[src/cbf_pkg.sv]
// Constants, opcodes and states for the branch, bit and flag executor
// Operation
// - Carry branches jump PC+k+1 when carry matches; 1 cycle untaken, 2 taken
// - Signed branches test N xor V: ge when zero, lt when one
// - Half-carry branches jump PC+k+1 when H equals the tested value
// - Transfer-flag branches jump PC+k+1 when T matches; one or two cycles
// - Overflow branches jump PC+k+1 when V is one or zero as tested
// - Interrupt-state branches test I and jump; no flag changes
// - I/O bit force one sets bit b of location P in two cycles
// - I/O bit force zero clears bit b of location P in two cycles
// - Left shift and left rotate through carry; update Z, C, N, V
// - Right shift and right rotate through carry; update Z, C, N, V
// - Signed right shift keeps bit 7; updates Z, C, N, V in one cycle
// - Bit store copies Rr bit b into T, nothing else, one cycle
// - Bit load writes T into Rd bit b; flags unchanged; one cycle
// - Interrupt enable raise and drop set or clear I in one cycle
// - Sign test raise and drop force S only, one cycle
// - Overflow raise and drop force V only, one cycle
// - Half-carry raise and drop force H only, one cycle
package cbf_pkg;

  localparam int PC_W = 16;

  localparam logic [2:0] FLG_C = 3'h0;
  localparam logic [2:0] FLG_Z = 3'h1;
  localparam logic [2:0] FLG_N = 3'h2;
  localparam logic [2:0] FLG_V = 3'h3;
  localparam logic [2:0] FLG_S = 3'h4;
  localparam logic [2:0] FLG_H = 3'h5;
  localparam logic [2:0] FLG_T = 3'h6;
  localparam logic [2:0] FLG_I = 3'h7;

  localparam logic [7:0]      STATUS_FLAGS_REGISTER_RST = 8'h00;
  localparam logic [PC_W-1:0] PC_RST   = 16'h0000;

  typedef enum logic [5:0] {
    op_nop,
    op_branch_carry_one,
    op_branch_carry_zero,
    op_branch_unsigned_ge,
    op_branch_unsigned_lt,
    op_branch_negative,
    op_branch_positive,
    op_branch_signed_ge,
    op_branch_signed_lt,
    op_branch_half_carry_one,
    op_branch_half_carry_zero,
    op_branch_transfer_flag_one,
    op_branch_transfer_flag_zero,
    op_branch_overflow_one,
    op_branch_overflow_zero,
    op_branch_irq_on,
    op_branch_irq_off,
    op_io_bit_force_one,
    op_io_bit_force_zero,
    op_shift_left_logical,
    op_shift_right_logical,
    op_left_carry_rotate,
    op_right_carry_rotate,
    op_shift_right_signed,
    op_nibble_swap,
    op_flag_index_raise,
    op_flag_index_drop,
    op_reg_bit_to_transfer_flag,
    op_transfer_flag_to_reg_bit,
    op_carry_raise,
    op_carry_drop,
    op_negative_raise,
    op_negative_drop,
    op_zero_flag_raise,
    op_zero_flag_drop,
    op_irq_enable_raise,
    op_irq_enable_drop,
    op_sign_test_raise,
    op_sign_test_drop,
    op_overflow_raise,
    op_overflow_drop,
    op_transfer_flag_raise,
    op_transfer_flag_drop,
    op_half_carry_raise,
    op_half_carry_drop
  } cbf_op_t;

  typedef enum logic [1:0] {
    st_idle,
    st_branch,
    st_io_read
  } cbf_state_t;

endpackage

[src/cbf_exec.sv]
// Executor for flag branches, I/O bit ops, shifts, bit transfer, flag ops
`timescale 1ns/1ps
module cbf_exec
  import cbf_pkg::*;
(
  input  wire logic                  i_clk,
  input  wire logic                  i_reset_n,
  input  wire logic                  i_valid,
  input  cbf_pkg::cbf_op_t           i_op,
  input  wire logic [6:0]            i_k,
  input  wire logic [2:0]            i_bit,
  input  wire logic [4:0]            i_io_addr,
  input  wire logic [7:0]            i_rd_data,
  input  wire logic [7:0]            i_io_rdata,
  output logic                       o_ready,
  output logic [cbf_pkg::PC_W-1:0]   o_pc,
  output logic [7:0]                 o_status_flags_register,
  output logic                       o_rd_we,
  output logic [7:0]                 o_rd_wdata,
  output logic                       o_io_re,
  output logic                       o_io_we,
  output logic [4:0]                 o_io_addr,
  output logic [7:0]                 o_io_wdata
);

  import cbf_pkg::*;

  cbf_state_t      state_reg;
  logic            ready_reg;
  logic [PC_W-1:0] pc_reg;
  logic [PC_W-1:0] pc_next;
  logic [7:0]      status_flags_register_reg;
  logic            rd_we_reg;
  logic [7:0]      rd_wdata_reg;
  logic            io_re_reg;
  logic            io_we_reg;
  logic [4:0]      io_addr_reg;
  logic [7:0]      io_wdata_reg;
  logic [2:0]      io_bit_reg;
  logic            io_set_reg;
  logic            accept;
  logic            taken;
  logic [7:0]      sh_result;
  logic            sh_carry;
  logic            sh_zero;
  logic            sh_neg;
  logic            sh_ovf;
  logic [4:0]      flag_op;

  function automatic logic is_branch(input cbf_op_t op);
    is_branch = (op >= op_branch_carry_one) && (op <= op_branch_irq_off);
  endfunction

  function automatic logic branch_hit(input cbf_op_t op,
                                      input logic [7:0] sr);
    unique case (op)
      op_branch_carry_one,
      op_branch_unsigned_lt:        branch_hit = sr[FLG_C];
      op_branch_carry_zero,
      op_branch_unsigned_ge:        branch_hit = !sr[FLG_C];
      op_branch_negative:           branch_hit = sr[FLG_N];
      op_branch_positive:           branch_hit = !sr[FLG_N];
      op_branch_signed_ge:
        branch_hit = !(sr[FLG_N] ^ sr[FLG_V]);
      op_branch_signed_lt:
        branch_hit = sr[FLG_N] ^ sr[FLG_V];
      op_branch_half_carry_one:     branch_hit = sr[FLG_H];
      op_branch_half_carry_zero:    branch_hit = !sr[FLG_H];
      op_branch_transfer_flag_one:  branch_hit = sr[FLG_T];
      op_branch_transfer_flag_zero: branch_hit = !sr[FLG_T];
      op_branch_overflow_one:       branch_hit = sr[FLG_V];
      op_branch_overflow_zero:      branch_hit = !sr[FLG_V];
      op_branch_irq_on:             branch_hit = sr[FLG_I];
      op_branch_irq_off:            branch_hit = !sr[FLG_I];
      default:                      branch_hit = 1'b0;
    endcase
  endfunction

  function automatic logic is_shift(input cbf_op_t op);
    is_shift = (op >= op_shift_left_logical) &&
               (op <= op_shift_right_signed);
  endfunction

  // Flag op decode: bit 4 valid, bit 3 value, bits 2:0 flag index
  function automatic logic [4:0] flag_cmd(input cbf_op_t op,
                                          input logic [2:0] s);
    unique case (op)
      op_flag_index_raise:    flag_cmd = {2'h3, s};
      op_flag_index_drop:     flag_cmd = {2'h2, s};
      op_carry_raise:         flag_cmd = {2'h3, FLG_C};
      op_carry_drop:          flag_cmd = {2'h2, FLG_C};
      op_negative_raise:      flag_cmd = {2'h3, FLG_N};
      op_negative_drop:       flag_cmd = {2'h2, FLG_N};
      op_zero_flag_raise:     flag_cmd = {2'h3, FLG_Z};
      op_zero_flag_drop:      flag_cmd = {2'h2, FLG_Z};
      op_transfer_flag_raise: flag_cmd = {2'h3, FLG_T};
      op_transfer_flag_drop:  flag_cmd = {2'h2, FLG_T};
      op_irq_enable_raise:    flag_cmd = {2'h3, FLG_I};
      op_irq_enable_drop:     flag_cmd = {2'h2, FLG_I};
      op_sign_test_raise:     flag_cmd = {2'h3, FLG_S};
      op_sign_test_drop:      flag_cmd = {2'h2, FLG_S};
      op_overflow_raise:      flag_cmd = {2'h3, FLG_V};
      op_overflow_drop:       flag_cmd = {2'h2, FLG_V};
      op_half_carry_raise:    flag_cmd = {2'h3, FLG_H};
      op_half_carry_drop:     flag_cmd = {2'h2, FLG_H};
      default:                flag_cmd = 5'h00;
    endcase
  endfunction

  assign accept = i_valid && ready_reg;
  assign taken  = accept && is_branch(i_op) && branch_hit(i_op, status_flags_register_reg);
  // Decoded once; a select on a call result is not legal syntax
  assign flag_op = flag_cmd(i_op, i_bit);

  cbf_shift u_shift (
    .i_op     (i_op),
    .i_data   (i_rd_data),
    .i_carry  (status_flags_register_reg[FLG_C]),
    .o_result (sh_result),
    .o_carry  (sh_carry),
    .o_zero   (sh_zero),
    .o_neg    (sh_neg),
    .o_ovf    (sh_ovf)
  );

  // Offset is a signed word count; wraps modulo the counter width
  always_comb
  begin
    pc_next = pc_reg + 16'h0001;
    if (taken)
      pc_next = pc_reg + {{(PC_W-7){i_k[6]}}, i_k} + 16'h0001;
  end

  // Sequencing: taken branches and I/O bit ops hold off the next op
  always_ff @(posedge i_clk)
  begin
    if (!i_reset_n)
    begin
      state_reg <= st_idle;
      ready_reg <= 1'b1;
    end
    else
    begin
      unique case (state_reg)
        st_idle:
          if (taken)
          begin
            state_reg <= st_branch;
            ready_reg <= 1'b0;
          end
          else if (accept && (i_op == op_io_bit_force_one ||
                              i_op == op_io_bit_force_zero))
          begin
            state_reg <= st_io_read;
            ready_reg <= 1'b0;
          end
        st_branch:
        begin
          state_reg <= st_idle;
          ready_reg <= 1'b1;
        end
        st_io_read:
        begin
          state_reg <= st_idle;
          ready_reg <= 1'b1;
        end
      endcase
    end
  end

  always_ff @(posedge i_clk)
  begin
    if (!i_reset_n)
      pc_reg <= PC_RST;
    else if (accept)
      pc_reg <= pc_next;
  end

  // Status flags; branches and I/O ops never touch them
  always_ff @(posedge i_clk)
  begin
    if (!i_reset_n)
      status_flags_register_reg <= STATUS_FLAGS_REGISTER_RST;
    else if (accept)
    begin
      if (is_shift(i_op))
      begin
        status_flags_register_reg[FLG_C] <= sh_carry;
        status_flags_register_reg[FLG_Z] <= sh_zero;
        status_flags_register_reg[FLG_N] <= sh_neg;
        status_flags_register_reg[FLG_V] <= sh_ovf;
      end
      else if (i_op == op_reg_bit_to_transfer_flag)
        status_flags_register_reg[FLG_T] <= i_rd_data[i_bit];
      else if (flag_op[4])
        status_flags_register_reg[flag_op[2:0]] <=
          flag_op[3];
    end
  end

  // Register write-back, one cycle after the op is taken
  always_ff @(posedge i_clk)
  begin
    if (!i_reset_n)
    begin
      rd_we_reg    <= 1'b0;
      rd_wdata_reg <= 8'h00;
    end
    else
    begin
      rd_we_reg <= 1'b0;
      if (accept && (is_shift(i_op) || i_op == op_nibble_swap))
      begin
        rd_we_reg    <= 1'b1;
        rd_wdata_reg <= sh_result;
      end
      else if (accept && i_op == op_transfer_flag_to_reg_bit)
      begin
        rd_we_reg    <= 1'b1;
        rd_wdata_reg <= i_rd_data;
        rd_wdata_reg[i_bit] <= status_flags_register_reg[FLG_T];
      end
    end
  end

  // I/O read-modify-write: read in the first cycle, write in the second
  always_ff @(posedge i_clk)
  begin
    if (!i_reset_n)
    begin
      io_re_reg    <= 1'b0;
      io_we_reg    <= 1'b0;
      io_addr_reg  <= 5'h00;
      io_wdata_reg <= 8'h00;
      io_bit_reg   <= 3'h0;
      io_set_reg   <= 1'b0;
    end
    else
    begin
      io_re_reg <= 1'b0;
      io_we_reg <= 1'b0;
      if (accept && (i_op == op_io_bit_force_one ||
                     i_op == op_io_bit_force_zero))
      begin
        io_re_reg   <= 1'b1;
        io_addr_reg <= i_io_addr;
        io_bit_reg  <= i_bit;
        io_set_reg  <= (i_op == op_io_bit_force_one);
      end
      else if (state_reg == st_io_read)
      begin
        io_we_reg    <= 1'b1;
        io_wdata_reg <= i_io_rdata;
        io_wdata_reg[io_bit_reg] <= io_set_reg;
      end
    end
  end

  assign o_ready    = ready_reg;
  assign o_pc       = pc_reg;
  assign o_status_flags_register     = status_flags_register_reg;
  assign o_rd_we    = rd_we_reg;
  assign o_rd_wdata = rd_wdata_reg;
  assign o_io_re    = io_re_reg;
  assign o_io_we    = io_we_reg;
  assign o_io_addr  = io_addr_reg;
  assign o_io_wdata = io_wdata_reg;
endmodule // cbf_exec

[src/cbf_shift.sv]
// Shift, rotate and nibble swap datapath with flag results
`timescale 1ns/1ps
module cbf_shift
  import cbf_pkg::*;
(
  input  cbf_pkg::cbf_op_t i_op,
  input  wire logic [7:0]  i_data,
  input  wire logic        i_carry,
  output logic [7:0]       o_result,
  output logic             o_carry,
  output logic             o_zero,
  output logic             o_neg,
  output logic             o_ovf
);

  import cbf_pkg::*;

  always_comb
  begin
    o_result = i_data;
    o_carry  = i_carry;
    unique case (i_op)
      op_shift_left_logical:
      begin
        o_result = {i_data[6:0], 1'b0};
        o_carry  = i_data[7];
      end
      op_left_carry_rotate:
      begin
        o_result = {i_data[6:0], i_carry};
        o_carry  = i_data[7];
      end
      op_shift_right_logical:
      begin
        o_result = {1'b0, i_data[7:1]};
        o_carry  = i_data[0];
      end
      op_right_carry_rotate:
      begin
        o_result = {i_carry, i_data[7:1]};
        o_carry  = i_data[0];
      end
      op_shift_right_signed:
      begin
        o_result = {i_data[7], i_data[7:1]};
        o_carry  = i_data[0];
      end
      op_nibble_swap:
        o_result = {i_data[3:0], i_data[7:4]};
      default:
        o_result = i_data;
    endcase
    o_zero = (o_result == 8'h00);
    o_neg  = o_result[7];
    // Overflow after a shift is defined as N xor C
    o_ovf  = o_result[7] ^ o_carry;
  end

endmodule // cbf_shift

[config.mk]
export PLATFORM = sky130hd
export DESIGN_NAME = cbf_exec
export DESIGN_NICKNAME = d
export VERILOG_FILES = /design/src/cbf_pkg.sv /design/src/cbf_exec.sv /design/src/cbf_shift.sv
export SDC_FILE = /design/constraint.sdc
export NUM_CORES = 1
export LEC_CHECK = 0
export BUFFER_PORTS_ARGS = -buffer_cell sky130_fd_sc_hd__buf_2
export CORE_MARGIN = 2
export CORE_UTILIZATION = 35
export DETAILED_ROUTE_END_ITERATION = 16
export GPL_TIMING_DRIVEN = 1
export PLACE_DENSITY = 0.63
export SLEW_MARGIN = 15
export SYNTH_ARGS = -nofsm -noshare
export SYNTH_HDL_FRONTEND = slang
export SYNTH_HIERARCHICAL = 1
export SYNTH_SLANG_ARGS = --single-unit
[constraint.sdc]
create_clock -name i_clk -period 5.3 [get_ports i_clk]
set_clock_uncertainty 0.05 [all_clocks]
set_input_delay 0.265 -clock i_clk [delete_from_list [all_inputs] [get_ports i_clk]]
set_output_delay 0.265 -clock i_clk [all_outputs]
set_load 0.1 [all_outputs]
==> summary.md <==
| Metric | Value |
|---|---|
| Count of max-cap constraint violations | 0 |
| Die width | 118 um |
| Worst IR drop on VDD | 0.154 mV |
| Count of boundary I/O pins | 89 |
| GP Congestion | 0.900 |
| Total power after layout | 1330 uW |
| Synth Area per Inst | 7.79 um^2 |
| Share of synthesized registers carrying an async set or reset | 0 |
| Hold-fix buffer count after cts | 0 |
| Layout overhead on the synthesized area | 13.7% |
| P_sw | 541 uW |
| Register share of total power | 0.351 |
| Areal power density over the cells | 255 nW/um^2 |
| Vias per std cell | 5.58 |
| Max frequency | 354 MHz |
| Accumulated negative setup slack | 0 ns |
| Share of the clock period used by the worst path | 0.533 |
| Starting utilization of the core area | 0.360 |
| Routed via count | 4571 |
| CP max stage delay | 0.58 ns |
| Initial drt markers | 414 |
| Synthesized net count | 647 |
| Worst min path class | in2reg |
| Core Area | 12700 um^2 |
| Number of synthesized flops with an enable pin | 0 |
| Worst hold slack across all endpoints | 0.159 ns |
| Height of the die | 118 um |
| DP HPWL | 9120 um |
| Part of the power in the clock network | 0.281 |
| Critical path class | reg2reg |
| Post-Place Setup Slack | 2.48 ns |
| Total global-route track usage | 0.178 |
| Int Power | 787 uW |
| Cell variety after synth | 78 |
| Most used flip-flop cell after synthesis | sky130_fd_sc_hd__dfxtp_1 |
| Deepest level of the CTS H-tree | 2 |
| Arrival time of the worst setup path | 2.95 ns |
| Remaining global-route overflow | 0 |
| WL per Instance | 15.4 um |
| CTS Sinks | 55 |
| Part of the total power dissipated in combinational logic | 0.368 |
| Clock Tree Buf Depth | 2 |
| Utilization of the core after routing | 0.409 |
| Largest net degree at the start of global routing | 45 |
| Relative slew slack | 0.482 |
| Crit-path max FO | 44 |
| Number of buffers added on ports | 88 |
| Number of global-route vias before repair | 4348 |
| Data required time at the worst endpoint | 5.43 ns |
| Synth Cell Area | 4580 um^2 |
| Number of antenna repair diodes | 0 |
| Number of DRC violations after detailed routing | 0 |
| RSZ-0062 raised after global routing | no |
| Synth warn | 6 |
| Number of gates resized after CTS | 0 |
| CTS tree | yes |
| Final hold vios | 0 |
| Leakage | 0.00224 uW |
| Post-synthesis sequential element count | 55 |
| Run status | finished, final reports clean |
| Filler cell count | 1348 |
| Switching Share | 0.408 |
| Total routed wirelength | 12600 um |
| Row count | 41 |
| Count of final setup violators | 0 |
| Number of nets in the final layout | 706 |
| Clock tree root driver cell | sky130_fd_sc_hd__clkbuf_16 |
| Flip-flop count of the largest register, all copies and words added | 16 |
| Cell at the slowest stage of the critical path | sky130_fd_sc_hd__and2_1 |
| DRT Pass-1 Iters | 5 |
| Kind of cell with the highest combined delay on the critical path | compound AO/OA/AOI/OAI gates |
| Gate count after technology mapping | 588 |
| Worst Setup Start Kind | flop |
| Pins Over Slew Limit | 0 |
| Number of clock buffers inserted by TritonCTS | 5 |
| Ratio of cells with drive above 1 in the final layout | 0.192 |
| Post-CTS Setup Repair Bufs | 0 |
| Area enclosed by the die boundary | 14000 um^2 |
| Clock-pin slew reported for the worst setup and hold paths after clock tree synthesis | 0.07 ns |
| Register area share after synthesis | 0.240 |
| Final min period | 2.82 ns |
| Cells traversed along the worst timing path | and2_1 -> o311ai_4 -> a221o_2 -> o211ai_4 -> buf_4 -> a21oi_1 -> a41o_1 -> or2_1 |
| CP endpoint kind | flop |
| Detail Route Antenna Nets | 0 |
| Worst Setup Slack, final | 2.48 ns |
| Global-route wire length before repair | 21300 um |
| Actual transition at the worst max-transition pin | 0.771 ns |
| Clock latency at the later pin of the worst-skew pair | 0.29 ns |
| Number of antenna violations at the first check in global routing | 0 |
| Number of buffers and inverters on the critical path | 1 |
==> worst paths after layout <==
path | startpoint | end | slack [ns] | cells after the start
worst max-delay path | o_ready | o_pc[15] | 2.48 | 8
worst min register to register | o_rd_wdata[2] | o_rd_wdata[2] | 0.44 | 2
worst min-delay path | i_io_addr[2] | o_io_addr[2] | 0.16 | 3
worst max register to register | o_ready | o_pc[15] | 2.48 | 8
==> layout by cell type, fill, tap and decap left out, drive strengths merged, types with 4 or more instances in the layout <==
cell type,count
a21o,8
mux2i,40
nor3b,7
and2,4
xnor2,7
a2111oi,5
nor2b,8
a211oi,22
nand2,58
dfxtp,55
or3,6
nand3,22
o21ai,37
clkbuf,5
nor4,8
or2,5
xor2,12
a222oi,6
inv,10
ha,18
o21a,5
o31ai,6
nand2b,9
a21oi,38
and3,8
buf,91
nor2,73
nor3,16
nor4b,4
nand3b,4
==> power groups by stage <==
stage	logic (uW)	clock network (uW)	registers, uW
2_1_floorplan	218	0	652
3_3_place_gp	479	0	474
3_5_place_dp	488	0	477
4_1_cts	489	385	467
5_1_grt	526	402	472
6_report	488	373	467
==> cells by family (layout without fill, tap and decap cells) <==
family,after synthesis,count (layout),synth area share
multiplexers,43,43,0.0997
AND/OR/NAND/NOR,243,243,0.268
flip-flops,55,55,0.240
buffers and inverters,50,109,0.0560
XOR/XNOR,19,19,0.0363
AO/OA/AOI/OAI,158,158,0.243
adder cells (fa/ha/maj),20,20,0.0560
==> final cells by class <==
cell class                 count  area, um^2  share of cell area
inverter                      11        41.3             0.00793
clock buffer                   5         125              0.0240
timing repair buffer          91         463              0.0889
sequential                    55        1100               0.211
multi-input combinational    483        3230               0.619
clock inverter                 2        37.5             0.00721
tap                          172         215              0.0413
==> tightest hold or removal path: cells and delay by family <==
family	cells	cell delay, ns
buffers and inverters	1	0.08
AND/OR/NAND/NOR	1	0.07
multiplexers	1	0.05
==> per-layer routing <==
metal,GRT usage,up-vias,routed length [um]
met5,0,-,0
met3,0.0193,9,421
met4,0.0387,0,110
met1,0.247,2165,6090
met2,0.298,107,6020
li1,-,2290,-
==> through the flow <==
stage	cell area, um^2	cells
after floorplan	4580	588
after global placement	5040	812
after detailed placement	5040	812
after CTS	5200	819
after global routing	5210	819
final	5210	819
==> cells in the mapped netlist, types with 3 or more instances <==
master	count	share of area
sky130_fd_sc_hd__nor2_1	72	0.059
sky130_fd_sc_hd__nand2_1	58	0.048
sky130_fd_sc_hd__dfxtp_1	55	0.24
sky130_fd_sc_hd__mux2i_1	40	0.087
sky130_fd_sc_hd__a21oi_1	38	0.042
sky130_fd_sc_hd__o21ai_0	33	0.036
sky130_fd_sc_hd__clkbuf_1	22	0.018
sky130_fd_sc_hd__nand3_1	22	0.024
sky130_fd_sc_hd__a211oi_1	21	0.034
sky130_fd_sc_hd__ha_1	18	0.049
sky130_fd_sc_hd__nor3_1	15	0.016
sky130_fd_sc_hd__xor2_1	12	0.023
sky130_fd_sc_hd__inv_1	9	0.0074
sky130_fd_sc_hd__nand2b_1	9	0.012
sky130_fd_sc_hd__a21o_1	8	0.013
sky130_fd_sc_hd__and3_1	8	0.011
sky130_fd_sc_hd__nor2b_1	8	0.011
sky130_fd_sc_hd__nor3b_1	7	0.011
sky130_fd_sc_hd__xnor2_1	7	0.013
sky130_fd_sc_hd__a222oi_1	6	0.013
sky130_fd_sc_hd__buf_6	6	0.015
sky130_fd_sc_hd__nor4_1	6	0.0082
sky130_fd_sc_hd__or3_1	6	0.0082
sky130_fd_sc_hd__buf_4	5	0.0082
sky130_fd_sc_hd__o21a_1	5	0.0082
sky130_fd_sc_hd__o31ai_1	5	0.0082
sky130_fd_sc_hd__and2_1	4	0.0055
sky130_fd_sc_hd__buf_2	4	0.0044
sky130_fd_sc_hd__nand3b_1	4	0.0066
sky130_fd_sc_hd__o21ai_1	4	0.0044
sky130_fd_sc_hd__a2111oi_2	3	0.0098
sky130_fd_sc_hd__a221oi_1	3	0.0057
sky130_fd_sc_hd__a31oi_1	3	0.0041
sky130_fd_sc_hd__nor4b_1	3	0.0057
sky130_fd_sc_hd__o22ai_1	3	0.0041
sky130_fd_sc_hd__or2_2	3	0.0041
Power figures use the tool's default switching activity.
